## config.mk

```make
export PLATFORM = sky130hd
export DESIGN_NAME = uedr_top
export DESIGN_NICKNAME = d
export VERILOG_FILES = /design/src/design/uedr_fifo_cnt.v /design/src/design/uedr_gap_timer.v /design/src/design/uedr_top.v
export VERILOG_INCLUDE_DIRS = /design/src /design/src/design
export SDC_FILE = /design/constraint.sdc
export NUM_CORES = 1
export LEC_CHECK = 0
export ABC_CLOCK_PERIOD_IN_PS = 8400
export BUFFER_PORTS_ARGS = -buffer_cell sky130_fd_sc_hd__buf_2
export CORE_MARGIN = 1
export CORE_UTILIZATION = 61
export DETAILED_ROUTE_END_ITERATION = 12
export PLACE_DENSITY = 0.83
export SKIP_CTS_REPAIR_TIMING = 1
export SYNTH_ARGS = -nofsm -noshare
export SYNTH_HDL_FRONTEND = slang
export SYNTH_HIERARCHICAL = 1
export SYNTH_SLANG_ARGS = --single-unit
```

## constraint.sdc

```tcl
create_clock -name SYS_CLK -period 8.4 [get_ports SYS_CLK]
set_clock_uncertainty 0.15 [all_clocks]
set_input_delay 2.1 -clock SYS_CLK [delete_from_list [all_inputs] [get_ports SYS_CLK]]
set_output_delay 2.1 -clock SYS_CLK [all_outputs]
set_load 0.005 [all_outputs]
```

## src/design/uedr_map.vh

```
`ifndef UEDR_MAP_VH
`define UEDR_MAP_VH

// Register layout, one block of words per endpoint
`define UEDR_EP_STRIDE   8'h10
`define UEDR_CTRL_OFS    4'h0
`define UEDR_INTVL_OFS   4'h4
`define UEDR_STAT_OFS    4'h8

// Fields of endpoint_dma_control
`define UEDR_CTRL_EN     0
`define UEDR_CTRL_MODE   1
`define UEDR_CTRL_WIDTH  2
`define UEDR_CTRL_TX     3
`define UEDR_CTRL_ISO    4
`define UEDR_CTRL_BITS   5
`define UEDR_CTRL_RST    5'h00
`define UEDR_INTVL_RST   16'h0000

// Request mode encodings
`define UEDR_MODE_SINGLE 1'b0
`define UEDR_MODE_DEMAND 1'b1

// Fields of the status word
`define UEDR_STAT_COUNT  0
`define UEDR_STAT_RXRDY  16
`define UEDR_STAT_TXRDY  17
`define UEDR_STAT_REQ    18
`define UEDR_STAT_RECOV  19
`define UEDR_STAT_STATE  20

// FIFO sizes in bytes
`define UEDR_SMALL_DEPTH 64
`define UEDR_LARGE_DEPTH 256

// Counter recovery waits in system clocks
`define UEDR_RECOV_8     2'd1
`define UEDR_RECOV_16    2'd2

`endif

```

## src/design/uedr_fifo_cnt.v

```verilog
`timescale 1ns/1ps
`include "uedr_map.vh"

module uedr_fifo_cnt
#(
	parameter integer DEPTH = `UEDR_SMALL_DEPTH,
	parameter integer CW    = 9
)
(
	input  wire          clk,
	input  wire          rst,
	input  wire          tx,
	input  wire          wide,
	input  wire          acc,
	input  wire          usb_byte,
	output reg  [CW-1:0] count,
	output reg           empty,
	output reg           full,
	output reg           busy
);
	localparam [CW:0] DEPTH_W = DEPTH[CW:0];

	reg  [CW:0] up;
	reg  [CW:0] down;
	reg  [CW:0] sum;
	reg  [CW:0] next_count;
	reg  [1:0]  wcnt;
	reg  [1:0]  next_wcnt;
	wire [CW:0] step = wide ? {{(CW-1){1'b0}}, 2'd2} : {{CW{1'b0}}, 1'b1};

	// Byte occupancy: one side adds, the other removes, width sets the step
	always @*
	begin
		up   = tx ? (acc ? step : {(CW+1){1'b0}}) : {{CW{1'b0}}, usb_byte};
		down = tx ? {{CW{1'b0}}, usb_byte} : (acc ? step : {(CW+1){1'b0}});
		sum  = {1'b0, count} + up;
		if (sum < down)
			next_count = {(CW+1){1'b0}};
		else if (sum - down > DEPTH_W)
			next_count = DEPTH_W;
		else
			next_count = sum - down;
		if (acc)
			next_wcnt = wide ? `UEDR_RECOV_16 : `UEDR_RECOV_8;
		else if (wcnt != 2'd0)
			next_wcnt = wcnt - 2'd1;
		else
			next_wcnt = 2'd0;
	end

	// Count, flags and recovery hold
	always @(posedge clk)
	begin
		if (rst)
		begin
			count <= {CW{1'b0}};
			empty <= 1'b1;
			full  <= 1'b0;
			wcnt  <= 2'd0;
			busy  <= 1'b0;
		end
		else
		begin
			count <= next_count[CW-1:0];
			empty <= (next_count == {(CW+1){1'b0}});
			full  <= (next_count == DEPTH_W);
			wcnt  <= next_wcnt;
			busy  <= (next_wcnt != 2'd0);
		end
	end
endmodule // uedr_fifo_cnt

```

## src/design/uedr_gap_timer.v

```verilog
`timescale 1ns/1ps

module uedr_gap_timer
#(
	parameter integer W = 16
)
(
	input  wire         clk,
	input  wire         rst,
	input  wire         load,
	input  wire [W-1:0] value,
	output reg          expire
);
	reg [W-1:0] cnt;
	reg         running;

	// Counts the loaded interval down, then gives a one-cycle pulse
	always @(posedge clk)
	begin
		if (rst)
		begin
			cnt     <= {W{1'b0}};
			running <= 1'b0;
			expire  <= 1'b0;
		end
		else if (load)
		begin
			cnt     <= value;
			running <= 1'b1;
			expire  <= 1'b0;
		end
		else if (running && cnt == {W{1'b0}})
		begin
			running <= 1'b0;
			expire  <= 1'b1;
		end
		else
		begin
			expire <= 1'b0;
			if (running)
				cnt <= cnt - {{(W-1){1'b0}}, 1'b1};
		end
	end
endmodule // uedr_gap_timer

```

## src/design/uedr_top.v

```verilog
// Contract
// - Only the two endpoints have DMA requests, each with its own FIFO and request output.
// - A DMA read that empties the FIFO clears that endpoint's receive-ready flag.
// - A DMA write that fills the FIFO to its size sets that endpoint's transmit-ready flag.
// - Isochronous transfers ignore the programmed request interval.
// - A receive request ends once every byte of the receive FIFO is read.
// - A transmit request ends when the FIFO is full, 64 or 256 bytes.
// - Bulk receive starts a request after a packet is received without error.
// - Isochronous receive starts after a nonempty good packet and then a start of frame.
// - Bulk transmit starts on an empty FIFO; isochronous transmit starts on start of frame.
// - Demand mode holds the request up until the end condition, ignoring the interval. The code still drops it in each access cycle and during recovery.
// - Single mode drops the request per access, waits the interval, and reasserts.
// - The width field sets the width of both DMA and program FIFO accesses.
// - Each FIFO access is followed by one clock of recovery for 8 bits and two for 16.
//
// The placing of the registers and register access over Wishbone were chosen for this implementation.
`timescale 1ns/1ps
`include "uedr_map.vh"

module uedr_top
#(
	parameter integer IW = 16
)
(
	input  wire        SYS_CLK,
	input  wire        SYS_RST,
	input  wire        WB_CYC_I,
	input  wire        WB_STB_I,
	input  wire        WB_WE_I,
	input  wire [7:0]  WB_ADR_I,
	input  wire [3:0]  WB_SEL_I,
	input  wire [31:0] WB_DAT_I,
	output reg  [31:0] WB_DAT_O,
	output reg         WB_ACK_O,
	input  wire        USB_SOF,
	input  wire [1:0]  USB_RX_BYTE,
	input  wire [1:0]  USB_RX_DONE,
	input  wire [1:0]  USB_TX_BYTE,
	input  wire [1:0]  USB_TX_SENT,
	input  wire [1:0]  SYS_DMA_ACK,
	input  wire [1:0]  CPU_FIFO_ACC,
	output wire        EP_SMALL_TRANSFER_REQUEST,
	output wire        EP_LARGE_TRANSFER_REQUEST,
	output wire [1:0]  RX_PACKET_READY,
	output wire [1:0]  TX_PACKET_READY,
	output wire [1:0]  FIFO_RECOVERY
);
	localparam [1:0] ST_IDLE = 2'd0;
	localparam [1:0] ST_REQ  = 2'd1;
	localparam [1:0] ST_GAP  = 2'd2;
	localparam integer CW = 9;

	// Bus decode shared by both endpoint blocks
	wire        bus_req   = WB_CYC_I && WB_STB_I;
	wire        bus_map   = (WB_ADR_I[7:5] == 3'b000);
	wire        bus_ep    = WB_ADR_I[4];
	wire [3:0]  bus_reg   = WB_ADR_I[3:0];
	wire        bus_write = bus_req && WB_ACK_O && WB_WE_I && bus_map;
	wire [63:0] rd_ctrl;
	wire [63:0] rd_intvl;
	wire [63:0] rd_stat;
	wire [1:0]  req_flat;
	reg  [31:0] next_dat;

	assign EP_SMALL_TRANSFER_REQUEST = req_flat[0];
	assign EP_LARGE_TRANSFER_REQUEST = req_flat[1];

	genvar i;
	generate
		for (i = 0; i < 2; i = i + 1)
		begin : ep_g
			localparam integer DEPTH = (i == 0) ? `UEDR_SMALL_DEPTH : `UEDR_LARGE_DEPTH;

			reg  [`UEDR_CTRL_BITS-1:0] ctrl;
			reg  [IW-1:0]              intvl;
			reg  [1:0]                 state;
			reg  [1:0]                 next_state;
			reg                        req;
			reg                        rx_ready;
			reg                        tx_ready;
			reg                        iso_pend;
			reg                        dma_acc_d;
			reg                        load_gap;
			reg                        start;
			wire                       hit;
			wire                       en;
			wire                       single;
			wire                       wide;
			wire                       tx;
			wire                       iso;
			wire                       dma_acc;
			wire                       any_acc;
			wire                       done;
			wire                       gap_expire;
			wire [IW-1:0]              gap_value;
			wire [CW-1:0]              count;
			wire                       empty;
			wire                       full;
			wire                       busy;
			wire                       wr_ctrl;
			wire                       wr_intvl;
			wire                       act_bulk_rx;
			wire                       act_iso_rx;
			wire                       act_bulk_tx;
			wire                       act_iso_tx;
			reg                        next_rx_ready;
			reg                        next_tx_ready;
			reg                        next_iso_pend;
			reg                        next_req;
			reg  [31:0]                stat;

			assign hit      = bus_write && (bus_ep == ((i == 0) ? 1'b0 : 1'b1));
			assign wr_ctrl  = hit && (bus_reg == `UEDR_CTRL_OFS);
			assign wr_intvl = hit && (bus_reg == `UEDR_INTVL_OFS);
			assign en      = ctrl[`UEDR_CTRL_EN];
			assign single  = (ctrl[`UEDR_CTRL_MODE] == `UEDR_MODE_SINGLE);
			assign wide    = ctrl[`UEDR_CTRL_WIDTH];
			assign tx      = ctrl[`UEDR_CTRL_TX];
			assign iso     = ctrl[`UEDR_CTRL_ISO];
			assign dma_acc = SYS_DMA_ACK[i];
			assign any_acc = SYS_DMA_ACK[i] || CPU_FIFO_ACC[i];

			// Receive ends when drained, transmit when full
			assign done = tx ? full : empty;

			// Isochronous gaps take no interval
			assign gap_value = iso ? {IW{1'b0}} : intvl;

			// Control and interval registers, byte-lane written
			always @(posedge SYS_CLK)
			begin
				if (SYS_RST)
				begin
					ctrl  <= `UEDR_CTRL_RST;
					intvl <= `UEDR_INTVL_RST;
				end
				else if (wr_ctrl)
				begin
					if (WB_SEL_I[0])
						ctrl <= WB_DAT_I[`UEDR_CTRL_BITS-1:0];
				end
				else if (wr_intvl)
				begin
					if (WB_SEL_I[0])
						intvl[7:0] <= WB_DAT_I[7:0];
					if (WB_SEL_I[1])
						intvl[IW-1:8] <= WB_DAT_I[IW-1:8];
				end
			end

			// Byte occupancy and access recovery; width covers DMA and CPU alike
			uedr_fifo_cnt
			#(
				.DEPTH (DEPTH),
				.CW    (CW)
			)
			u_cnt
			(
				.clk      (SYS_CLK),
				.rst      (SYS_RST),
				.tx       (tx),
				.wide     (wide),
				.acc      (any_acc),
				.usb_byte (tx ? USB_TX_BYTE[i] : USB_RX_BYTE[i]),
				.count    (count),
				.empty    (empty),
				.full     (full),
				.busy     (busy)
			);

			// Interval between single-mode requests
			uedr_gap_timer
			#(
				.W (IW)
			)
			u_gap
			(
				.clk    (SYS_CLK),
				.rst    (SYS_RST),
				.load   (load_gap),
				.value  (gap_value),
				.expire (gap_expire)
			);

			// Activation conditions, one per transfer type and direction
			assign act_bulk_rx = USB_RX_DONE[i];
			assign act_iso_rx  = iso_pend && USB_SOF;
			assign act_bulk_tx = empty && !tx_ready;
			assign act_iso_tx  = USB_SOF;

			// Activation depends on transfer type and direction
			always @*
			begin
				if (!tx && !iso)
					start = act_bulk_rx;
				else if (!tx)
					start = act_iso_rx;
				else if (!iso)
					start = act_bulk_tx;
				else
					start = act_iso_tx;
			end

			// Request state machine
			always @*
			begin
				next_state = state;
				load_gap   = 1'b0;
				case (state)
					ST_IDLE:
					begin
						if (en && start && !done)
							next_state = ST_REQ;
					end
					ST_REQ:
					begin
						if (!en || done)
							next_state = ST_IDLE;
						else if (single && dma_acc)
						begin
							next_state = ST_GAP;
							load_gap   = 1'b1;
						end
						else
							next_state = ST_REQ;
					end
					ST_GAP:
					begin
						if (!en || done)
							next_state = ST_IDLE;
						else if (gap_expire)
							next_state = ST_REQ;
					end
					default:
					begin
						next_state = ST_IDLE;
					end
				endcase
			end

			// Next flag values; a set beats a clear in the same cycle
			always @*
			begin
				next_rx_ready = rx_ready;
				next_tx_ready = tx_ready;
				next_iso_pend = iso_pend;
				if (!tx && USB_RX_DONE[i])
					next_rx_ready = 1'b1;
				else if (dma_acc_d && !tx && empty)
					next_rx_ready = 1'b0;
				if (dma_acc_d && tx && full)
					next_tx_ready = 1'b1;
				else if (USB_TX_SENT[i])
					next_tx_ready = 1'b0;
				if (USB_RX_DONE[i] && iso && !tx && !empty)
					next_iso_pend = 1'b1;
				else if (USB_SOF || !en)
					next_iso_pend = 1'b0;
				// Request masked in the access cycle and during recovery
				next_req = (next_state == ST_REQ) && !any_acc && !busy;
			end

			// State, request level and packet-ready flags
			always @(posedge SYS_CLK)
			begin
				if (SYS_RST)
				begin
					state     <= ST_IDLE;
					req       <= 1'b0;
					rx_ready  <= 1'b0;
					tx_ready  <= 1'b0;
					iso_pend  <= 1'b0;
					dma_acc_d <= 1'b0;
				end
				else
				begin
					state     <= next_state;
					req       <= next_req;
					dma_acc_d <= dma_acc;
					rx_ready  <= next_rx_ready;
					tx_ready  <= next_tx_ready;
					iso_pend  <= next_iso_pend;
				end
			end

			assign req_flat[i]        = req;
			assign RX_PACKET_READY[i] = rx_ready;
			assign TX_PACKET_READY[i] = tx_ready;
			assign FIFO_RECOVERY[i]   = busy;

			// Read words for this endpoint
			assign rd_ctrl[i*32 +: 32]  = {{(32-`UEDR_CTRL_BITS){1'b0}}, ctrl};
			assign rd_intvl[i*32 +: 32] = {{(32-IW){1'b0}}, intvl};
			assign rd_stat[i*32 +: 32]  = stat;

			// Status word assembled from its fields
			always @*
			begin
				stat                         = 32'h0000_0000;
				stat[`UEDR_STAT_COUNT +: CW] = count;
				stat[`UEDR_STAT_RXRDY]       = rx_ready;
				stat[`UEDR_STAT_TXRDY]       = tx_ready;
				stat[`UEDR_STAT_REQ]         = req;
				stat[`UEDR_STAT_RECOV]       = busy;
				stat[`UEDR_STAT_STATE +: 2]  = state;
			end
		end
	endgenerate

	// Read mux; unmapped offsets answer with zero
	always @*
	begin
		if (!bus_map)
			next_dat = 32'h0000_0000;
		else if (bus_reg == `UEDR_CTRL_OFS && !bus_ep)
			next_dat = rd_ctrl[31:0];
		else if (bus_reg == `UEDR_CTRL_OFS)
			next_dat = rd_ctrl[63:32];
		else if (bus_reg == `UEDR_INTVL_OFS && !bus_ep)
			next_dat = rd_intvl[31:0];
		else if (bus_reg == `UEDR_INTVL_OFS)
			next_dat = rd_intvl[63:32];
		else if (bus_reg == `UEDR_STAT_OFS && !bus_ep)
			next_dat = rd_stat[31:0];
		else if (bus_reg == `UEDR_STAT_OFS)
			next_dat = rd_stat[63:32];
		else
			next_dat = 32'h0000_0000;
	end

	// Classic Wishbone answer: ack one cycle after the request, for one cycle
	always @(posedge SYS_CLK)
	begin
		if (SYS_RST)
		begin
			WB_ACK_O <= 1'b0;
			WB_DAT_O <= 32'h0000_0000;
		end
		else
		begin
			WB_ACK_O <= bus_req && !WB_ACK_O;
			WB_DAT_O <= (bus_req && !WB_ACK_O && !WB_WE_I) ? next_dat : 32'h0000_0000;
		end
	end
endmodule // uedr_top

```

### Word level (Yosys, flattened, before mapping)

Index checks and enable logic that the tools add are counted.

* equal/unequal tests: 12
* $add $sub $neg: 8
* reduce and logical (&&, ||, !) cells: 110
* muxes and demuxes: 78
* $lt $le $gt $ge: 4
* bitwise operators: 7

Operators with widths (count)
* $mux W16: 10
* $mux W10: 10
* $logic_and A1 B1 Y1: 49
* $mux W22: 2
* $mux W2: 18
* $mux W1: 34
* $logic_not A16 Y1: 2
* $sub A16 B1 Y16 const B: 2
* $reduce_bool A2 Y1: 14
* $add A9 B10 Y10: 2
* $logic_not A10 Y1: 2
* $lt A10 B10 Y1: 2
* $sub A10 B10 Y10: 2
* $logic_not A1 Y1: 19
* $pmux W2 S3: 2
* $reduce_and A3 Y1: 4
* $eq A10 B7 Y1 const B: 1
* $eq A10 B9 Y1 const B: 1
* $gt A10 B7 Y1 const B: 1
* $gt A10 B9 Y1 const B: 1
* $mux W5: 2
* $eq A2 B1 Y1 const B: 4
* $reduce_and A2 Y1: 4
* $reduce_or A8 Y1: 1
* 14 further kinds: 30

* word-level logic and storage cells: 258
* output and inout port bits: 41
* bits in registers: 153

### Depth between registers and ports, before layout

Gate-level depths: netlist of run 1.

* depth in word-level cells: 12
* depth in mapped cells: 16
* depth with buffers taken out: 14

### Cells and area by module

Netlist of run 1, hierarchy kept.

Modules (own cells, without submodules)
* uedr_top: times used 1, cells each 409, sequential area each 1581.5 um^2, area an instance 3782.4 um^2
* uedr_gap_timer: times used 2, cells each 129, sequential area each 360.3 um^2, area an instance 1084.8 um^2
* uedr_fifo_cnt at ep_g[1].u_cnt: times used 1, cells each 143, sequential area each 280.3 um^2, area an instance 1265.0 um^2
* uedr_fifo_cnt at ep_g[0].u_cnt: times used 1, cells each 135, sequential area each 280.3 um^2, area an instance 1167.4 um^2

### Worst setup path after synthesis of run 1

No wires, ideal clock.

* kind: input -> register
* from: in SYS_DMA_ACK[1]
* to: reg ep_g[1].u_cnt.count[0]
* path buffers: 0
* arrival: 4.884 ns
* data required time: 8.154 ns
* setup time: 0.096 ns
* path slack: 3.269 ns
* stages: 13
* cells stage by stage: or2_2 nand2b_1 mux2i_1 ha_1 inv_1 fa_1 inv_1 fa_1 a31oi_4 xor3_2 o32ai_2 a311oi_4 nor4b_1

* word-level cells in the longest chain between the ends: 8
* elaborated cells on any way between the ends: 10

RTL lines
* from (decl): RTL line uedr_top.v:40 `input wire [1:0] SYS_DMA_ACK,`
* $logic_or A1 B1 Y1 (*): RTL line uedr_top.v:121 `assign any_acc = SYS_DMA_ACK[i] || CPU_FIFO_ACC[i];`
* $mux W10 (*): RTL line uedr_fifo_cnt.v:34, uedr_fifo_cnt.v:35
* $mux W10: RTL line uedr_fifo_cnt.v:34 `up = tx ? (acc ? step : {(CW+1){1'b0}}) : {{CW{1'b0}}, usb_byte};`
* $add A9 B10 Y10: RTL line uedr_fifo_cnt.v:36 `sum = {1'b0, count} + up;`
* $sub A10 B10 Y10: RTL line uedr_fifo_cnt.v:39, uedr_fifo_cnt.v:42
* $gt A10 B9 Y1: RTL line uedr_fifo_cnt.v:39 `else if (sum - down > DEPTH_W)`
* $mux W10: RTL line uedr_fifo_cnt.v:39
* $mux W10 (*): RTL line uedr_fifo_cnt.v:37 `if (sum < down)`
* to (signal assigned): RTL line uedr_fifo_cnt.v:56 `count <= {CW{1'b0}};`
* to (signal assigned): RTL line uedr_fifo_cnt.v:64 `count <= next_count[CW-1:0];`
* to (decl): RTL line uedr_fifo_cnt.v:16 `output reg [CW-1:0] count,`

Every way passes the cells marked *; elsewhere a longest branch is shown, timed or not.
A chain may end at the register's enable or synchronous reset.

### Worst setup path after layout of run 1

* from: in SYS_DMA_ACK[1]
* to: reg ep_g[1].u_cnt.count[2]

* word-level cells in the longest chain between the ends: 8
* elaborated cells on any way between the ends: 10

RTL lines
* $logic_or A1 B1 Y1 (*): RTL line uedr_top.v:121
* named net ep_g[1].any_acc: RTL line uedr_top.v:92 `wire any_acc;`
* $mux W10 (*): RTL line uedr_fifo_cnt.v:34, uedr_fifo_cnt.v:35
* $mux W10: RTL line uedr_fifo_cnt.v:34
* $add A9 B10 Y10: RTL line uedr_fifo_cnt.v:36
* $sub A10 B10 Y10: RTL line uedr_fifo_cnt.v:39, uedr_fifo_cnt.v:42
* $gt A10 B9 Y1: RTL line uedr_fifo_cnt.v:39
* $mux W10: RTL line uedr_fifo_cnt.v:39
* $mux W10 (*): RTL line uedr_fifo_cnt.v:37

Mark *: on every way through the listed nets, which the timed path passes. The rest lies on a longest branch.

==> impl_metrics.ini, run 1 <==
[placement]
port_buffers = 74
place_congestion = 0.936
place_hpwl_um = 15200
dp_slack_ns = 2.65

[global_routing]
grt-ovfl-total = 0
grt_pass1_wl_um = 34200
antenna_found_initial = 2
grt_usage_pct = 30.5
grt_pass1_vias = 6767
grt_max_degree = 73

[clock_network]
worstSkewPairLatency_ns = 0.43
cts-htree-levels = 4
clk_pin_slew_ns = 0.06
cts_made_buffers = 17
clock-root-buffer = clkbuf_16
cts_tree = yes
clk_path_buf_depth = 2
cts.sinks = 143

[synthesis]
ys_types = 100
synth_compound_area_share_pct = 16.1
synth_top_family_by_area = simple AND/OR/NAND/NOR gates
ys_ff_latch = 143
synthAdderAreaFrac_pct = 2.45
dominantRegCellSynth = dfxtp_1
yosys_warnings = 6
synth.avg_cell_area_um2 = 8.87
netlist_area_mm2 = 0.00838
yosysSeqAreaShare_pct = 34.1
ys_async_sr_fraction_pct = 0
synth_edf_count = 0
synthMuxAreaShare_pct = 8.76
synth_xor_area_share_pct = 3.21
synthSimpleGateAreaFrac_pct = 28.8
syn_inst = 945

[die]
fp.dieH_um = 119
initial_core_util_pct = 62.8
ios = 103
core_mm2 = 0.0133
num_rows = 42
die_w_um = 119
die-area_mm2 = 0.0142

[sta]
fmax_mhz = 187
post-route-min-period_ns = 5.35
worst_slew_pin_slew_ns = 1.11
drv_slew = 0
slew_headroom_pct = 26.3
tns_ns = 0
setup_viol_count_final = 0
fin_crit_sh_pct = 63.7
rsz0062_at_grt = false
setup_ws_ns = 3.05
hold_viol_final = 0

[route]
drt-total-wl_um = 21200
first_pass_iters = 6
drcViolationCount = 0
ant_nets = 0
avgRoutedWirePerCell_um = 18.0
vias = 7363
drt-initial-drc-count = 832
viasPerCell = 6.24

[setup_path]
cp-end-kind = flop
reg2reg_depth = 12
cp_max_fo = 11
cp_cell_sequence = buf_2, or2_2, nand2b_1, mux2i_1, ha_1, inv_1, fa_1, or4b_4, a31oi_4, xor3_2, o32ai_2, a311oi_4, nor4b_1
start_kind = input pin
cp.arrival_ns = 5.52
crit_cells = 13
r2r-start = ep_g[1].ctrl[3]
rr_endpoint = ep_g[1].u_cnt/count[2]
critPathTopFamily = simple AND/OR/NAND/NOR gates
crit_path_max_incr_delay_ns = 0.55
startpoint = SYS_DMA_ACK[1]
r2r_slack_ns = 4.17
path_buf_inv = 2
crit_path_end = ep_g[1].u_cnt/count[2]
worstPathRequired_ns = 8.57
cp_slowest_cell = or4b_4
critPathKind = input pin to flop

[layout]
synthToLayoutAreaGrowth_pct = 10.3
fin_nets = 1067
post-route-util_pct = 69.3
layout-drive-gt1-share_pct = 18.0

[power]
power_mw = 1.96
powerDensity_mw_per_mm2 = 212
peakVddDrop_uv = 181
power.leakage_nw = 3.64

[min_path]
holdCritPathClass = flop to flop

[run]
cap_viol_max_count = 0

[outcome]
status = completed
-- synth_stat cells (all sizes together) (13+ instances only) --
library cell    n  area share, %
a2111oi        16            2.0
nand2          52            2.4
a311oi         13            1.7
inv            48            2.1
nor3           41            2.9
nor2          104            4.7
nand3b         14            1.4
buf            32            3.0
nor4           16            2.5
clkbuf         26            1.2
nand4          15            1.1
nor2b          53            4.0
a21oi          33            2.1
mux2i          70            8.4
nand3          16            1.0
dfxtp         143             34
o21ai          40            2.4
xnor2          15            1.8
-- layer usage --
metal	GRT usage, %	share of wire (%)
met1	40.5	44
met2	48.9	46
met3	6.18	7.7
met4	11.2	2.3
met5	0	0.061
-- layout make-up --
class | instances | area [um2]
diodes | 1 | 2.50
inverters | 48 | 180
clock inverters | 7 | 85.1
repair buffers | 77 | 395
flip-flops and latches | 143 | 2860
well taps | 176 | 220
fillers | 1054 | 4100
clock buffers | 24 | 482
multi-input cells | 704 | 5020
-- worst min-delay path by stage --
stage / slack [ns] / endpoint / cells after the start / startpoint
CTS: 0.34 / ep_g[0].iso_pend / 2 / ep_g[0].iso_pend
finish: 0.34 / ep_g[0].iso_pend / 2 / ep_g[0].iso_pend
global route: 0.36 / ep_g[0].iso_pend / 2 / ep_g[0].iso_pend
global placement: 0.32 / ep_g[1].iso_pend / 2 / ep_g[1].iso_pend
detailed placement: 0.33 / ep_g[0].iso_pend / 2 / ep_g[0].iso_pend
floorplan: 0.30 / ep_g[1].iso_pend / 2 / ep_g[1].iso_pend
-- per-stage QoR --
step / hold WS (ns) / instance area, um2 / instances
floorplan: 0.304 / 8420 / 955
global placement: 0.315 / 8680 / 1148
detailed placement: 0.327 / 8680 / 1148
CTS: 0.337 / 9240 / 1179
global route: 0.362 / 9250 / 1180
finish: 0.336 / 9250 / 1180
-- sequential cells by signal (all words and copies together), names as in the netlist --
name and flops:
ep_g.intvl 32, ep_g.u_gap/cnt 32, WB_DAT_O 22, ep_g.u_cnt/count 18
ep_g.ctrl 10, ep_g.state 4, ep_g.u_cnt/wcnt 4, ep_g.dma_acc_d 2
ep_g.iso_pend 2, ep_g.rx_ready 2, ep_g.tx_ready 2, ep_g.u_cnt/busy 2
ep_g.u_cnt/empty 2, ep_g.u_cnt/full 2, ep_g.u_gap/expire 2, ep_g.u_gap/running 2
EP_LARGE_TRANSFER_REQUEST 1, EP_SMALL_TRANSFER_REQUEST 1, WB_ACK_O 1
-- power by group --
| part | internal (mW) | leakage (nW) | switching, mW | total (mW) |
|---|---|---|---|---|
| sequential | 0.707 | 1.16 | 0.0512 | 0.758 |
| clock | 0.456 | 0.284 | 0.281 | 0.737 |
| combinational | 0.192 | 2.20 | 0.271 | 0.464 |
| total | 1.36 | 3.64 | 0.604 | 1.96 |
-- logic make-up after synthesis --
logic type               after synthesis
AO/OA/AOI/OAI                        177
XOR/XNOR                              25
adder cells (fa/ha/maj)               14
buffers and inverters                108
flip-flops                           143
multiplexers                          73
other                                  2
AND/OR/NAND/NOR                      403
-- worst min-delay path, cell delays in order, from the launching register on --
cell and delay (ns):
dfxtp_1 0.30, nand3b_1 0.07, a21oi_1 0.06
-- placed cells by master, fill, tap and decap left out, types with 9 or more instances in the layout --
cell / Yosys / final
or3_1: 10 / 10
nor3_2: 8 / 9
dfxtp_1: 143 / 143
a211oi_1: 9 / 9
nor2_1: 104 / 104
nand2b_1: 11 / 11
xnor2_1: 14 / 14
conb_1: 2 / 12
clkbuf_16: 0 / 17
o21ai_0: 36 / 36
nand3b_1: 13 / 13
inv_1: 47 / 47
ha_1: 10 / 10
nand4_1: 15 / 15
a311oi_1: 10 / 10
a21oi_1: 31 / 31
nand2_1: 50 / 50
nor2b_1: 53 / 53
buf_2: 3 / 73
nor3_1: 33 / 32
nand3_1: 15 / 15
and4_1: 11 / 11
mux2i_1: 70 / 70
Note: power is estimated with default switching activity, not from simulation.
==> run 2, diff against run 1 <==
Settings changed: ABC_CLOCK_PERIOD_IN_PS 8400 to 5100, CORE_UTILIZATION 61 to 59, PLACE_DENSITY 0.83 to 0.81.
Clock period 8.4 ns to 5.1 ns, I/O delays scaled along.
==> run 2 against run 1 <==
Net effect: die area grew 3.3%; via count increased by 1.8%; total power is 67% higher; first-iteration DRC count is 10% higher; sequential power rose by 65%; worst hold slack gained 0.0022 ns; largest power group is now the clock network; highest routed layer unchanged.
==> impl_metrics.ini, run 2 (synthesis gave the netlist of run 1 again) <==
[setup_path]
cp_slowest_cell = fa_1
worstPathRequired_ns = 5.27
cp.arrival_ns = 4.62
r2r-start = ep_g[1].ctrl[3]
r2r_slack_ns = 0.91
cp_max_fo = 6
crit_path_max_incr_delay_ns = 0.51
cp_cell_sequence = buf_2, or2_2, nand2b_1, mux2i_1, ha_1, inv_1, fa_1, inv_1, fa_1, a31oi_4, xor3_2, o32ai_2, a311oi_4, nor4b_1
cp-end-kind = flop
start_kind = input pin
critPathKind = input pin to flop
reg2reg_depth = 13
rr_endpoint = ep_g[1].u_cnt/count[0]

[placement]
port_buffers = 74
place_hpwl_um = 15300
dp_slack_ns = 0.251
place_congestion = 0.944

[die]
ios = 103
fp.dieH_um = 121
core_mm2 = 0.0139
initial_core_util_pct = 60.4
die-area_mm2 = 0.0147
num_rows = 43
die_w_um = 121

[clock_network]
cts.sinks = 143
cts_tree = yes
cts_made_buffers = 17
cts-htree-levels = 4
clk_path_buf_depth = 2
clk_pin_slew_ns = 0.06
worstSkewPairLatency_ns = 0.43
clock-root-buffer = clkbuf_16

[run]
cap_viol_max_count = 0

[layout]
antenna_cells = 0
layout-drive-gt1-share_pct = 18.8
reg_top3 = ep_g.intvl: 32 flops, ep_g.u_gap/cnt: 32 flops, WB_DAT_O: 22 flops
synthToLayoutAreaGrowth_pct = 10.9
fin_nets = 1070
layout_common_cells = dfxtp_1, nor2_1, buf_2
final_common_cell = dfxtp_1

[global_routing]
grt_pass1_wl_um = 34900
grt-ovfl-total = 0
grt_max_degree = 59
grt_usage_pct = 30.7
antenna_found_initial = 1
grt_pass1_vias = 6751

[route]
drt-initial-drc-count = 918
ant_nets = 0
vias = 7499
first_pass_iters = 5
drt-total-wl_um = 21800
viasPerCell = 6.32
drcViolationCount = 0
avgRoutedWirePerCell_um = 18.3

[sta]
slew_headroom_pct = 41.5
hold_viol_final = 0
post-route-min-period_ns = 4.46
setup_ws_ns = 0.644
tns_ns = 0
fmax_mhz = 224
fin_crit_sh_pct = 87.4
drv_slew = 0
worst_slew_pin_slew_ns = 0.871
setup_viol_count_final = 0
rsz0062_at_grt = false

[outcome]
status = completed

[min_path]
holdPathStages = 2
hp-start = ep_g[1].iso_pend
holdCritPathClass = flop to flop
hold_path_end = ep_g[1].iso_pend

[power]
powerDensity_mw_per_mm2 = 352
peakVddDrop_uv = 287
power.leakage_nw = 3.66
## run 2: cell count changes in the layout (fill, tap and decap cells not counted), sizes merged
| cell | delta |
|---|---|
| clkbuf | -4 |
| clkinvlp | +4 |
| buf | +3 |
| inv | +2 |
| clkinv | -1 |
| diode | -1 |
## run 2: per-stage QoR
stage	std cells	utilization, %	cell area, um2	power (mW)	hold slack, ns
after floorplan	955	-	8420	1.86	0.304
after global placement	1155	62.7	8700	2.00	0.314
after detailed placement	1155	62.7	8700	2.01	0.326
after CTS	1187	67.0	9300	3.26	0.339
after global routing	1187	67.0	9300	3.41	0.356
final	1187	67.0	9300	3.28	0.338
## run 2: final cells by class
type / count / area, um2
Multi-Input combinational cell: 704 / 5020
Fill cell: 1099 / 4580
Sequential cell: 143 / 2860
Clock buffer: 20 / 467
Timing Repair Buffer: 80 / 418
Tap cell: 180 / 225
Inverter: 48 / 180
Clock inverter: 12 / 131
## run 2: power breakdown
group	internal [mW]	switching [mW]	total (mW)
logic	0.319	0.451	0.770
clock network	0.759	0.498	1.26
registers	1.16	0.0835	1.25
total	2.24	1.03	3.28
## run 2: how the worst max path moves through the flow
stage                                         to            from  slack (ns)
final                     ep_g[1].u_cnt/count[0]  SYS_DMA_ACK[1]        0.64
after CTS                 ep_g[1].u_cnt/count[0]  SYS_DMA_ACK[1]        0.67
after floorplan           ep_g[1].u_cnt/count[0]  SYS_DMA_ACK[1]        0.79
after global placement    ep_g[1].u_cnt/count[0]  SYS_DMA_ACK[1]        0.36
after global routing      ep_g[1].u_cnt/count[2]  SYS_DMA_ACK[1]        0.47
after detailed placement  ep_g[1].u_cnt/count[0]  SYS_DMA_ACK[1]        0.25
## run 2: routing by layer
| layer | wire length (um) | part of all wire [%] | track usage (%) | vias up |
|---|---|---|---|---|
| li1 | - | - | - | 3529 |
| met1 | 9310 | 43 | 40.5 | 3541 |
| met2 | 10100 | 46 | 49.6 | 380 |
| met3 | 1920 | 8.8 | 6.11 | 47 |
| met4 | 446 | 2.0 | 11.3 | 2 |
| met5 | 9 | 0.041 | 0 | - |
## run 2: critical path: cells and delay by family
kind	cells	cell delay (ns)
fa+ha+maj	3	1.22
mux	1	0.15
xor+xnor	1	0.30
buf+inv	3	0.25
simple gates	3	0.64
compound gates	3	0.79
